--- config.mk ---
export PLATFORM = sky130hd
export DESIGN_NAME = hpcpm_core
export DESIGN_NICKNAME = d
export VERILOG_FILES = /design/src/hpcpm_pkg.sv /design/src/hpcpm_core.sv /design/src/hpcpm_sync.sv
export SDC_FILE = /design/constraint.sdc
export NUM_CORES = 1
export LEC_CHECK = 0
export ABC_CLOCK_PERIOD_IN_PS = 1200
export BUFFER_PORTS_ARGS = -buffer_cell sky130_fd_sc_hd__buf_2
export CAP_MARGIN = 20
export CORE_MARGIN = 1.5
export CORE_UTILIZATION = 40
export DETAILED_ROUTE_END_ITERATION = 8
export PLACE_DENSITY = 0.78
export RECOVER_POWER = 25
export SLEW_MARGIN = 20
export SYNTH_ARGS = -nofsm -noshare
export SYNTH_HDL_FRONTEND = slang
export SYNTH_SLANG_ARGS = --single-unit
--- constraint.sdc ---
create_clock -name ref_clk -period 1.2 [get_ports ref_clk]
set_input_delay 0.06 -clock ref_clk [delete_from_list [all_inputs] [get_ports ref_clk]]
set_output_delay 0.06 -clock ref_clk [all_outputs]
set_load 0.05 [all_outputs]
--- src/hpcpm_pkg.sv ---
// Package with constants for the hub port change and power management block
package hpcpm_pkg;
  localparam int NPORT = 3;              // Port 1 embedded, ports 2 and 3 external
  localparam int EMB = 0;                // Index of embedded function port
  localparam int EXT_A = 1;              // Index of first external port
  localparam int EXT_B = 2;              // Index of second external port
  localparam logic [1:0] PWR_SW_INDIV = 2'h1;
  localparam logic [1:0] OVC_PROT_INDIV = 2'h1;
  localparam int CHAR_PWR_LSB = 0;
  localparam int CHAR_OVC_LSB = 3;
  localparam logic [7:0] HUB_CHAR_RST = 8'h00;
  localparam logic [1:0] MODE_GLOBAL = 2'h0;
  localparam logic [1:0] MODE_INDIV = 2'h1;
  localparam logic [1:0] MODE_MGANG = 2'h2;
endpackage

--- src/hpcpm_core.sv ---
// Port change flags and downstream port power management
//
// Behaviour
// - External port enable-change set on babble/disconnect/overcurrent
// - Embedded port enable-change set at EOF2 only
// - External connect-change set at EOF2 after change
// - Hub reset sets embedded port connect-change
// - Global mode senses overcurrent during suspend if enabled
// - Individual mode: fault sets indicator, change, powers off
// - Gang sensing grouped, status reported per port
// - Descriptor characteristics encode individual switching and protection
// - Outside global mode, external overcurrent sets both external indicators
// - Shared power on if either external port powered
`timescale 1ns/1ns
module hpcpm_core (
  input  wire logic                       ref_clk,
  input  wire logic                       rst_b,
  input  wire logic                       eofTwo,
  input  wire logic                       hubReset,
  input  wire logic                       hubSuspended,
  input  wire logic [1:0]                 protMode,
  input  wire logic                       suspend_overcurrent_detect_enable,
  input  wire logic                       overcurrent_sense_input,
  input  wire logic [1:0]                 switch_fault_flag_n,
  input  wire logic [hpcpm_pkg::NPORT-1:0] babbleEvt,
  input  wire logic [hpcpm_pkg::NPORT-1:0] enableHwEvt,
  input  wire logic [hpcpm_pkg::NPORT-1:0] connectRaw,
  input  wire logic [hpcpm_pkg::NPORT-1:0] clrEnableChg,
  input  wire logic [hpcpm_pkg::NPORT-1:0] clrConnectChg,
  input  wire logic [hpcpm_pkg::NPORT-1:0] clrOvcChg,
  input  wire logic [hpcpm_pkg::NPORT-1:0] setPortPower,
  input  wire logic [hpcpm_pkg::NPORT-1:0] clrPortPower,
  output logic      [hpcpm_pkg::NPORT-1:0] port_enable_change_flag,
  output logic      [hpcpm_pkg::NPORT-1:0] port_connect_change_flag,
  output logic      [hpcpm_pkg::NPORT-1:0] portOvcIndicator,
  output logic      [hpcpm_pkg::NPORT-1:0] portOvcChange,
  output logic      [hpcpm_pkg::NPORT-1:0] portPowerCtl,
  output logic                            hubOvcIndicator,
  output logic                            hubOvcChange,
  output logic                            gang_power_switch_n,
  output logic      [1:0]                 port_power_switch_n,
  output logic      [7:0]                 hubCharacteristics
);
  localparam int N = hpcpm_pkg::NPORT;

  typedef struct packed {
    logic [N-1:0] enChg;
    logic [N-1:0] conChg;
    logic [N-1:0] conPrev;
    logic [N-1:0] conPend;
    logic [N-1:0] embEnPend;
    logic [N-1:0] ovcInd;
    logic [N-1:0] ovcChg;
    logic [N-1:0] pwr;
    logic         hubOvc;
    logic         hubOvcChg;
    logic         gangOn;
  } hpcpm_st_t;

  hpcpm_st_t st_r;
  hpcpm_st_t st_nxt;

  logic [N-1:0] conSync;
  logic [2:0]   faultSync;
  logic         globalFault;
  logic         extFault;
  logic [N-1:0] ovcDisable;
  logic         ovcEvt;

  hpcpm_sync #(.W(N + 3)) u_sync (
    .ref_clk (ref_clk),
    .rst_b   (rst_b),
    .din     ({connectRaw, ~switch_fault_flag_n, ~overcurrent_sense_input}),
    .dout    ({conSync, faultSync})
  );

  // Global sense works awake, or suspended when enabled
  assign globalFault = faultSync[0] &
                       (!hubSuspended | suspend_overcurrent_detect_enable);
  // Any external fault, per-port pins grouped into a gang
  assign extFault = (protMode == hpcpm_pkg::MODE_GLOBAL) ? globalFault
                                                         : (|faultSync[2:1]);

  always_comb begin
    st_nxt = st_r;
    ovcDisable = '0;
    ovcEvt = 1'b0;
    // Hub-level indicators in global mode
    if (protMode == hpcpm_pkg::MODE_GLOBAL) begin
      st_nxt.ovcInd = '0;
      st_nxt.ovcChg = '0;
      if (globalFault != st_r.hubOvc) begin
        st_nxt.hubOvc = globalFault;
        st_nxt.hubOvcChg = 1'b1;
      end
    end else begin
      if (extFault != st_r.ovcInd[hpcpm_pkg::EXT_A]) begin
        ovcEvt = 1'b1;
        st_nxt.ovcInd[hpcpm_pkg::EXT_A] = extFault;
        st_nxt.ovcInd[hpcpm_pkg::EXT_B] = extFault;
        st_nxt.ovcChg[hpcpm_pkg::EXT_A] = 1'b1;
        st_nxt.ovcChg[hpcpm_pkg::EXT_B] = 1'b1;
      end
      st_nxt.ovcInd[hpcpm_pkg::EMB] = 1'b0;
      st_nxt.ovcChg[hpcpm_pkg::EMB] = 1'b0;
    end
    if (extFault) begin
      ovcDisable[hpcpm_pkg::EXT_A] = 1'b1;
      ovcDisable[hpcpm_pkg::EXT_B] = 1'b1;
    end
    for (int i = 0; i < N; i++) begin
      // Port power control
      if (setPortPower[i]) begin
        st_nxt.pwr[i] = 1'b1;
      end
      if (clrPortPower[i] | ovcDisable[i]) begin
        st_nxt.pwr[i] = 1'b0;
      end
      if (i == hpcpm_pkg::EMB) begin
        st_nxt.pwr[i] = 1'b1;
        // Embedded event held until EOF2
        if (enableHwEvt[i]) begin
          st_nxt.embEnPend[i] = 1'b1;
        end
        if (eofTwo && (st_r.embEnPend[i] | enableHwEvt[i])) begin
          st_nxt.embEnPend[i] = 1'b0;
        end
      end else begin
        st_nxt.embEnPend[i] = 1'b0;
        // Connect change pending until EOF2
        if (conSync[i] != st_r.conPrev[i]) begin
          st_nxt.conPend[i] = 1'b1;
        end
        st_nxt.conPrev[i] = conSync[i];
        if (eofTwo) begin
          st_nxt.conPend[i] = 1'b0;
        end
      end
      // Clears first, then sets win
      if (clrEnableChg[i]) begin
        st_nxt.enChg[i] = 1'b0;
      end
      if (clrConnectChg[i]) begin
        st_nxt.conChg[i] = 1'b0;
      end
      if (clrOvcChg[i]) begin
        st_nxt.ovcChg[i] = 1'b0;
      end
      // A fresh indicator change beats a clear in the same cycle
      if (ovcEvt && (i != hpcpm_pkg::EMB)) begin
        st_nxt.ovcChg[i] = 1'b1;
      end
      if (i == hpcpm_pkg::EMB) begin
        if (eofTwo && (st_r.embEnPend[i] | enableHwEvt[i])) begin
          st_nxt.enChg[i] = 1'b1;
        end
        if (hubReset) begin
          st_nxt.conChg[i] = 1'b1;
        end
      end else begin
        if (babbleEvt[i] | (st_r.conPrev[i] & !conSync[i]) | (ovcDisable[i] & st_r.pwr[i])) begin
          st_nxt.enChg[i] = 1'b1;
        end
        if (eofTwo && (st_r.conPend[i] | (conSync[i] != st_r.conPrev[i]))) begin
          st_nxt.conChg[i] = 1'b1;
        end
      end
    end
    st_nxt.gangOn = st_nxt.pwr[hpcpm_pkg::EXT_A] | st_nxt.pwr[hpcpm_pkg::EXT_B];
  end

  always_ff @(posedge ref_clk or negedge rst_b) begin
    if (!rst_b) begin
      st_r <= '0;
    end else begin
      st_r <= st_nxt;
    end
  end

  assign port_enable_change_flag = st_r.enChg;
  assign port_connect_change_flag = st_r.conChg;
  assign portOvcIndicator = st_r.ovcInd;
  assign portOvcChange = st_r.ovcChg;
  assign portPowerCtl = st_r.pwr;
  assign hubOvcIndicator = st_r.hubOvc;
  assign hubOvcChange = st_r.hubOvcChg;
  assign gang_power_switch_n = !st_r.gangOn;
  assign port_power_switch_n = ~st_r.pwr[N-1:1];

  always_comb begin
    hubCharacteristics = hpcpm_pkg::HUB_CHAR_RST;
    hubCharacteristics[hpcpm_pkg::CHAR_PWR_LSB +: 2] = hpcpm_pkg::PWR_SW_INDIV;
    hubCharacteristics[hpcpm_pkg::CHAR_OVC_LSB +: 2] = hpcpm_pkg::OVC_PROT_INDIV;
  end

  property p_emb_en_eof;
    @(posedge ref_clk) disable iff (!rst_b)
    $rose(st_r.enChg[hpcpm_pkg::EMB]) |-> $past(eofTwo);
  endproperty
  a_emb_en_eof: assert property (p_emb_en_eof) else $error("embedded enable change off EOF2");

  property p_babble;
    @(posedge ref_clk) disable iff (!rst_b)
    babbleEvt[hpcpm_pkg::EXT_A] |=> st_r.enChg[hpcpm_pkg::EXT_A];
  endproperty
  a_babble: assert property (p_babble) else $error("babble did not set enable change");

  property p_con_eof;
    @(posedge ref_clk) disable iff (!rst_b)
    $rose(st_r.conChg[hpcpm_pkg::EXT_B]) |-> $past(eofTwo);
  endproperty
  a_con_eof: assert property (p_con_eof) else $error("connect change off EOF2");

  property p_reset_con;
    @(posedge ref_clk) disable iff (!rst_b)
    hubReset |=> st_r.conChg[hpcpm_pkg::EMB];
  endproperty
  a_reset_con: assert property (p_reset_con) else $error("hub reset missed connect change");

  property p_sticky;
    @(posedge ref_clk) disable iff (!rst_b)
    (st_r.enChg[hpcpm_pkg::EXT_A] && !clrEnableChg[hpcpm_pkg::EXT_A])
      |=> st_r.enChg[hpcpm_pkg::EXT_A];
  endproperty
  a_sticky: assert property (p_sticky) else $error("enable change lost");

  property p_both_ovc;
    @(posedge ref_clk) disable iff (!rst_b)
    portOvcIndicator[hpcpm_pkg::EXT_A] == portOvcIndicator[hpcpm_pkg::EXT_B];
  endproperty
  a_both_ovc: assert property (p_both_ovc) else $error("external indicators differ");

  property p_gang;
    @(posedge ref_clk) disable iff (!rst_b)
    (setPortPower[hpcpm_pkg::EXT_B] && !clrPortPower[hpcpm_pkg::EXT_B] && !extFault)
      |=> !gang_power_switch_n;
  endproperty
  a_gang: assert property (p_gang) else $error("gang switch wrong");

  property p_ovc_off;
    @(posedge ref_clk) disable iff (!rst_b)
    extFault |=> !st_r.pwr[hpcpm_pkg::EXT_A] && !st_r.pwr[hpcpm_pkg::EXT_B];
  endproperty
  a_ovc_off: assert property (p_ovc_off) else $error("power not cut on overcurrent");

  property p_global_zero;
    @(posedge ref_clk) disable iff (!rst_b)
    (protMode == hpcpm_pkg::MODE_GLOBAL) |=> (st_r.ovcInd == '0);
  endproperty
  a_global_zero: assert property (p_global_zero) else $error("port ovc set in global mode");

  c_emb_en: cover property (@(posedge ref_clk) disable iff (!rst_b) $rose(st_r.enChg[0]));
  c_con: cover property (@(posedge ref_clk) disable iff (!rst_b) $rose(st_r.conChg[1]));
  c_ovc: cover property (@(posedge ref_clk) disable iff (!rst_b) $rose(st_r.ovcInd[2]));
  c_gang: cover property (@(posedge ref_clk) disable iff (!rst_b) $fell(gang_power_switch_n));
endmodule

--- src/hpcpm_sync.sv ---
// Two-stage synchroniser for a vector of asynchronous inputs
`timescale 1ns/1ns
module hpcpm_sync #(
  parameter int W = 1
) (
  input  wire logic         ref_clk,
  input  wire logic         rst_b,
  input  wire logic [W-1:0] din,
  output logic      [W-1:0] dout
);
  typedef struct packed {
    logic [W-1:0] s1;
    logic [W-1:0] s2;
  } hpcpm_sync_t;

  hpcpm_sync_t st_r;
  hpcpm_sync_t st_nxt;

  always_comb begin
    st_nxt.s1 = din;
    st_nxt.s2 = st_r.s1;
  end

  always_ff @(posedge ref_clk or negedge rst_b) begin
    if (!rst_b) begin
      st_r <= '0;
    end else begin
      st_r <= st_nxt;
    end
  end

  assign dout = st_r.s2;
endmodule

* Word-level counts from Yosys, hierarchy flattened *
Index checks and enable logic that the tools add are counted.
Widths: inputs -> output; s select.

word-level totals
  register bits after elaboration = 35
  word-level logic and storage cells = 100
  input bits = 35

cells by class
  reduce and logical (&&, ||, !) cells = 22
  equal/unequal tests = 4
  muxes and demuxes = 34
  bitwise gates (word level) = 19

operator list
  cell               count
  $mux 1             30
  $reduce_bool 2->1  10
  $or 1x1->1         11
  $reduce_bool 4->1  2
  $mux 2             3
  $mux 6             1
  $and 1x1->1        5
  $logic_not 1->1    4
  $ne 1x1->1         4
  $not 2->2          2
  $logic_and 1x1->1  3
  $logic_not 2->1    1
  $reduce_and 2->1   1
  $reduce_or 2->1    1
  $not 1->1          1

* Depth between registers and ports, before layout *
Gate-level depths: netlist of the first run.

  word-level depth = 9
  depth in mapped cells = 5

* Modules after synthesis *
Synthesis of the first run repeated with hierarchy kept, for this count alone.

unflattened totals
  cell total of the unflattened synthesis = 113
  area, all modules = 1321.3 um2

modules (own cells, without submodules)
  module      area each (um2)  instances  cells an instance
  hpcpm_core  1021.0           1          101
  hpcpm_sync  300.3            1          12

* Worst setup path before layout of the first run *
No wires, ideal clock.

  path type = register to register
  from = register st_r, in the netlist hubOvcIndicator
  to = register st_r, in the netlist hubOvcChange
  slack = -0.078 ns
  period minus slack after synthesis = 1.278 ns
  buffers on the path = 0
  data arrival time = 1.163 ns
  data required time = 1.084 ns
  cell stages (with the launch flop) = 3
  cells stage by stage = dfrtp_1 > or3_1 > o311ai_0

between the ends
  word-level cells in the longest chain between the ends = 2

ends and longest elaborated chain
  element                            RTL line           source
  from (decl)                        hpcpm_core.sv:60   hpcpm_st_t st_r;
  from (signal assigned)             hpcpm_core.sv:176  st_r <= st_nxt;
  $ne 1x1->1                         hpcpm_core.sv:92   if (globalFault != st_r.hubOvc) begin
  $reduce_and 2->1 (no source line)  n/a

No other way between the ends.
A chain may end at the register's enable or synchronous reset.

* Final worst setup path of the first run *
  from = register u_sync.st_r, in the netlist u_sync.dout[2]
  to = register st_r, in the netlist port_enable_change_flag[2]

between the ends
  word-level cells in the longest chain between the ends = 6
  elaborated cells between the ends (all ways) = 7

ends and longest elaborated chain
  element                                             RTL line           source
  from (decl)                                         hpcpm_sync.sv:16   hpcpm_sync_t st_r;
  from (signal assigned)                              hpcpm_sync.sv:28   st_r <= st_nxt;
  $reduce_or 2->1 *                                   hpcpm_core.sv:82   : (|faultSync[2:1]);
  $mux 1 *                                            hpcpm_core.sv:81   assign extFault = (protMode == hpcpm_pkg::MODE_GLOBAL) ? globalFault
  $mux 2 *                                            hpcpm_core.sv:107  if (extFault) begin
  $and 1x1->1 *                                       hpcpm_core.sv:161  if (babbleEvt[i] | (st_r.conPrev[i] & !conSync[i]) | (ovcDisable[i] & st_r.pwr[i])) begin
  $or 1x1->1 *                                        hpcpm_core.sv:161
  $mux 1 / $reduce_bool 2->1 (equally long branches)  n/a

Mark *: on every way between the ends. The rest lies on a longest branch, timed or not.

==> impl_metrics.ini, run 1 <==
[cts]
clk_latency_ns = 0.30
cts_made_buffers = 5
cts_sinks = 30
cts_tree = done
htree_levels = 2
clock_path_buffers = 2
clock_tree.root_cell = clkbuf_4
path_clk_slew_ns = 0.08

[layout]
nets = 205
area_delta_synth_final_pct = 30.9
final_cell_mix = buf_2, dfrtp_1, inv_1, dlygate4sd3_1, conb_1
antennaDiodeCount = 0
instances_no_fill = 212
layout_commonest_cell = buf_2
fin_area_um2 = 1660
drive_gt1_share_pct = 34.5

[power_and_ir_drop]
vdd_ir_drop_max_mv = 0.677
power.density_nw_per_um2 = 1330
p_total_uw = 2220
p_leak_uw = 0.000859

[floorplan]
die_h_um = 59.4
dieArea_um2 = 3530
core_area_um2 = 3030
rows = 20
pin_count = 63
start_util_pct = 42.0
die_x_um = 59.4

[worst_setup_path]
end_kind = register
slowest_delay_ns = 0.40
required_ns = 1.39
crit_slowest_cell = dfrtp_1
critPathKind = register to register
path_cells = o22ai_4 > o31ai_4 > a2111o_1
arrival_ns = 1.34
critPathLaunchType = register
crit_path_start = u_sync.dout[2]
path_max_fanout = 3
r2r_start = u_sync.dout[2]

[route]
first_iter_violations = 9
drt-total-wl_um = 2160
drt-pass1-iter-count = 4
routed_via_density = 4.21
drc_errors = 0
ant_nets = 0
wl_per_cell_um = 10.2
num_vias = 892

[place]
gp_congestion = 0.731
placed_area_um2 = 1440
placement.io_buffers = 45
place_inst = 188
hpwlAfterDp_um = 1610

[logic_synthesis]
synth.area.top_cells = dfrtp_1, buf_4, inv_1
syn-cell-area_um2 = 1270
avgSynthCellArea_um2 = 11.5
synth-seq-cells = 30
ys.warnings.count = 0
synthCells = 111
netlist.area_leader.share_pct = 59.1
synth_top_cell_by_area = dfrtp_1
ys_seq_area_share_pct = 59.1
synth.distinct_cells = 23

[sta]
finClkSkew_ns = 0.00314
post-route-period-util_pct = 96.0
finalHoldViolations = 0
setup_viol = 0
fin_setup_tns_ns = 0
holdWs_ns = 0.0190
slew_violations = 0
rsz0062_at_grt = yes
period_minus_slack_ns = 1.15
max_freq_ghz = 0.868

[job]
drv_cap = 0

[grt]
antenna_found_initial = 0
grt_pass1_vias = 883
overflow = 0
grt_pass1_wl_um = 3520
grt_usage_pct = 14.1
grt_max_degree = 17

[hold_path]
worstHoldStart = clrConnectChg[0]
hold_class = input port to register

[run_status]
status = finished, final reports clean
==> cell type report <==
cell class              count  area, um^2
clock buffers               7        55.1
flip-flops and latches     30         752
fillers                   258        1360
well taps                  44        55.1
repair buffers             64         420
inverters                  19        71.3
multi-input cells          48         310
==> flip-flops by register name (all words and copies together), names as in the netlist <==
signal                    count
hubOvcChange                  1
hubOvcIndicator               1
portOvcChange                 2
portOvcIndicator              1
portPowerCtl                  3
port_connect_change_flag      3
port_enable_change_flag       3
st_r                          6
u_sync.dout                   5
u_sync.st_nxt                 5
==> critical path: cells and delay by family, from the launching register on <==
| family | cells | cell delay, ns |
|---|---|---|
| compound gates | 3 | 0.64 |
| flops | 1 | 0.40 |
==> repair_timing <==
item | 4_1_cts | 5_1_grt
hold endpoints to repair | 46 | 0
endpoints found under the setup margin | 2 | 3
gates resized for setup | 0 | 1
pin swaps | 1 | 3
setup buffers | 1 | 0
hold buffers | 16 | 0
==> final timing paths <==
check,end,slack [ns],cells after the start
hold reg to reg,u_sync.dout[5],0.36,0
min in group asynchronous,hubOvcChange,0.19,2
setup / recovery,port_enable_change_flag[2],0.05,3
setup reg to reg,port_enable_change_flag[2],0.05,3
max in group asynchronous,u_sync.dout[5],0.61,3
hold / removal,port_connect_change_flag[0],0.02,3
==> per-stage QoR <==
| stage | util, % | setup slack (ns) |
|---|---|---|
| after global placement | 47.6 | 0.0190 |
| after CTS | 55.0 | 0.000383 |
| after global routing | 55.0 | -0.0200 |
| after floorplan | - | 0.00950 |
| after detailed placement | 47.6 | -0.00471 |
| final | 55.0 | 0.0475 |
==> cell families after synthesis <==
family	synth area share, %
fa+ha+maj	1.97
other cells	0.591
simple gates	5.51
compound gates	13.0
flops	59.1
buf+inv	19.2
xor+xnor	0.689
==> power breakdown <==
group,internal (uW),switching [uW],total [uW],leakage (uW)
Clock,276,292,569,0.0000314
Combinational,162,370,532,0.000478
Sequential,1080,36.7,1120,0.000350
==> layer usage <==
metal / share of wire [%] / vias to the layer above / routed length, um / track usage (%)
met4: 2.5 / 0 / 54 / 9.42
li1: - / 431 / - / -
met3: 6.7 / 6 / 144 / 4.15
met2: 54 / 44 / 1160 / 25.7
met1: 37 / 411 / 801 / 13.5
met5: 0 / - / 0 / 0
==> cells in the mapped netlist <==
cell type  count
conb_1         2
or2_4          1
nor2b_1        2
and2b_1        1
nor2_1         5
o311ai_0       1
ha_1           2
xor2_1         1
o21bai_1       2
o21ai_0        6
o31ai_4        1
a2111o_1       2
a21o_1         1
o211ai_1       1
inv_1         19
or3_1          1
o22ai_4        1
buf_4         23
dfrtp_1       30
o31ai_1        1
nand2_1        1
a21oi_1        5
nand2b_1       2
(Power assumes the default switching activity.)
==> run 2: changes to the inputs <==
--- a/config.mk
+++ b/config.mk
@@ -13,6 +13,7 @@
 export DETAILED_ROUTE_END_ITERATION = 8
 export PLACE_DENSITY = 0.78
 export RECOVER_POWER = 25
+export SETUP_SLACK_MARGIN = 0.05
 export SLEW_MARGIN = 20
 export SYNTH_ARGS = -nofsm -noshare
 export SYNTH_HDL_FRONTEND = slang
==> run 2 against run 1 <==
- wire length shrank 0.37%
- clock skew grew 0.013 ns
- sequential power is essentially flat
- register-to-register slack lost 0.04 ns
- via count shrank 0.22%
- worst hold slack gained 0.0054 ns
- flip-flop and latch count is the same
- cell count grew 1.4%
==> impl_metrics.ini, run 2 (synthesis results as in run 1) <==
[layout]
antennaDiodeCount = 0
regMostFlops = st_r
fill_cells = 259
multiInputGateArea_um2 = 338
nets = 207
fin_area_um2 = 1690
instances_no_fill = 215
layout_commonest_cell = buf_2
area_delta_synth_final_pct = 33.0
largest_reg_flops = 6
final_cell_mix = buf_2, dfrtp_1, inv_1, dlygate4sd3_1, conb_1
post-route-util_pct = 55.8
drive_gt1_share_pct = 36.8
area.sequential_um2 = 752

[sta]
finClkSkew_ns = 0.0163
period_minus_slack_ns = 1.19
post-route-period-util_pct = 99.5
slew_violations = 0
finalHoldViolations = 0
max_freq_ghz = 0.838
setup_slack_ns = 0.00616
setup_viol = 0
slew_headroom_pct = 53.8
tightest_slew_ns = 0.693
rsz0062_at_grt = yes
holdWs_ns = 0.0244

[run_status]
status = finished, final reports clean

[grt]
grt_pass1_wl_um = 3710
grt_pass1_vias = 935
grt_usage_pct = 14.5
grt_max_degree = 31
overflow = 0
antenna_found_initial = 0

[worst_setup_path]
path_buf_inv = 0
r2r_start = u_sync.dout[2]
slowest_delay_ns = 0.41
arrival_ns = 1.38
crit_slowest_cell = dfrtp_1
required_ns = 1.39
cpLargestDelayFamily = compound AO/OA/AOI/OAI gates
path_cells = o22ai_4 > o31ai_4 > a2111o_1
end_kind = register
critPathKind = register to register
r2r_slack_ns = 0.006
critPathLaunchType = register
path_max_fanout = 4
r2r_cells = 3
r2r-end = port_enable_change_flag[2]

[floorplan]
dieArea_um2 = 3530
rows = 20
die_h_um = 59.4
pin_count = 63
die_x_um = 59.4
core_area_um2 = 3030
start_util_pct = 42.0

[place]
place_inst = 188
dpl_worst_slack_ns = -0.0343
gp_congestion = 0.848
placement.io_buffers = 45
placed_area_um2 = 1440
hpwlAfterDp_um = 1620

[route]
wl_per_cell_um = 10.0
drc_errors = 0
num_vias = 890
drt-total-wl_um = 2150
ant_nets = 0
first_iter_violations = 16
drt-pass1-iter-count = 4
routed_via_density = 4.14

[cts]
clk_latency_ns = 0.32
path_clk_slew_ns = 0.09
htree_levels = 2
cts_sinks = 30
clock_path_buffers = 2
cts_tree = done
clock_tree.root_cell = clkbuf_4
cts_made_buffers = 5

[hold_path]
hold_path_end = portPowerCtl[1]
hold_class = input port to register
worstHoldStart = clrPortPower[1]
holdPathStages = 3

[power_and_ir_drop]
power.density_nw_per_um2 = 1300
vdd_ir_drop_max_mv = 0.743
p_leak_uw = 0.000865

[job]
drv_cap = 0
run 2: timing repair:
action,in CTS,in global routing
hold endpoints to repair,46,0
setup buffers,0,2
gates resized for setup,1,6
pin swaps,3,1
endpoints found under the setup margin,3,6
hold buffers,17,0
run 2: layout make-up:
| cell class | count | share of cell area, % |
|---|---|---|
| sequential | 30 | 44.5 |
| tap | 44 | 3.26 |
| clock buffer | 6 | 2.44 |
| inverter | 19 | 4.22 |
| multi-input combinational | 48 | 20.0 |
| clock inverter | 2 | 0.592 |
| timing repair buffer | 66 | 25.0 |
run 2: power breakdown:
group          switching (uW)  leakage, uW  internal (uW)
Combinational             371     0.000483            165
Clock                     312    0.0000320            223
Sequential               39.9     0.000350           1080
run 2: metal layers:
metal / track usage (%) / up-vias / part of all wire, % / routed length, um
met5: 0 / - / 0 / 0
met4: 6.82 / 0 / 1.3 / 27
met3: 4.59 / 2 / 5.9 / 127
met2: 26.1 / 39 / 55 / 1190
met1: 15.0 / 417 / 37 / 804
li1: - / 432 / - / -
run 2: per-stage QoR:
stage	total power [uW]	setup TNS, ns
floorplan	1560	0
global placement	1620	0
detailed placement	1630	-0.0521
CTS	2220	-0.0154
global route	2330	-0.0615
finish	2190	0
run 2: worst reg2reg max path, delay by kind of cell (launching register included):
kind	cells	cell delay, ns
DFF	1	0.41
AOI/OAI and AO/OA	3	0.67
run 2: worst max path at each step:
stage	from	to	slack (ns)	cells past startpoint
final	u_sync.dout[2]	port_enable_change_flag[2]	0.006	3
after global routing	u_sync.dout[2]	port_enable_change_flag[1]	-0.03	3
after CTS	u_sync.dout[1]	port_enable_change_flag[2]	-0.01	3
after detailed placement	u_sync.dout[2]	port_enable_change_flag[2]	-0.03	3
after global placement	u_sync.dout[2]	port_enable_change_flag[2]	0.02	3
after floorplan	u_sync.dout[2]	port_enable_change_flag[1]	0.01	3
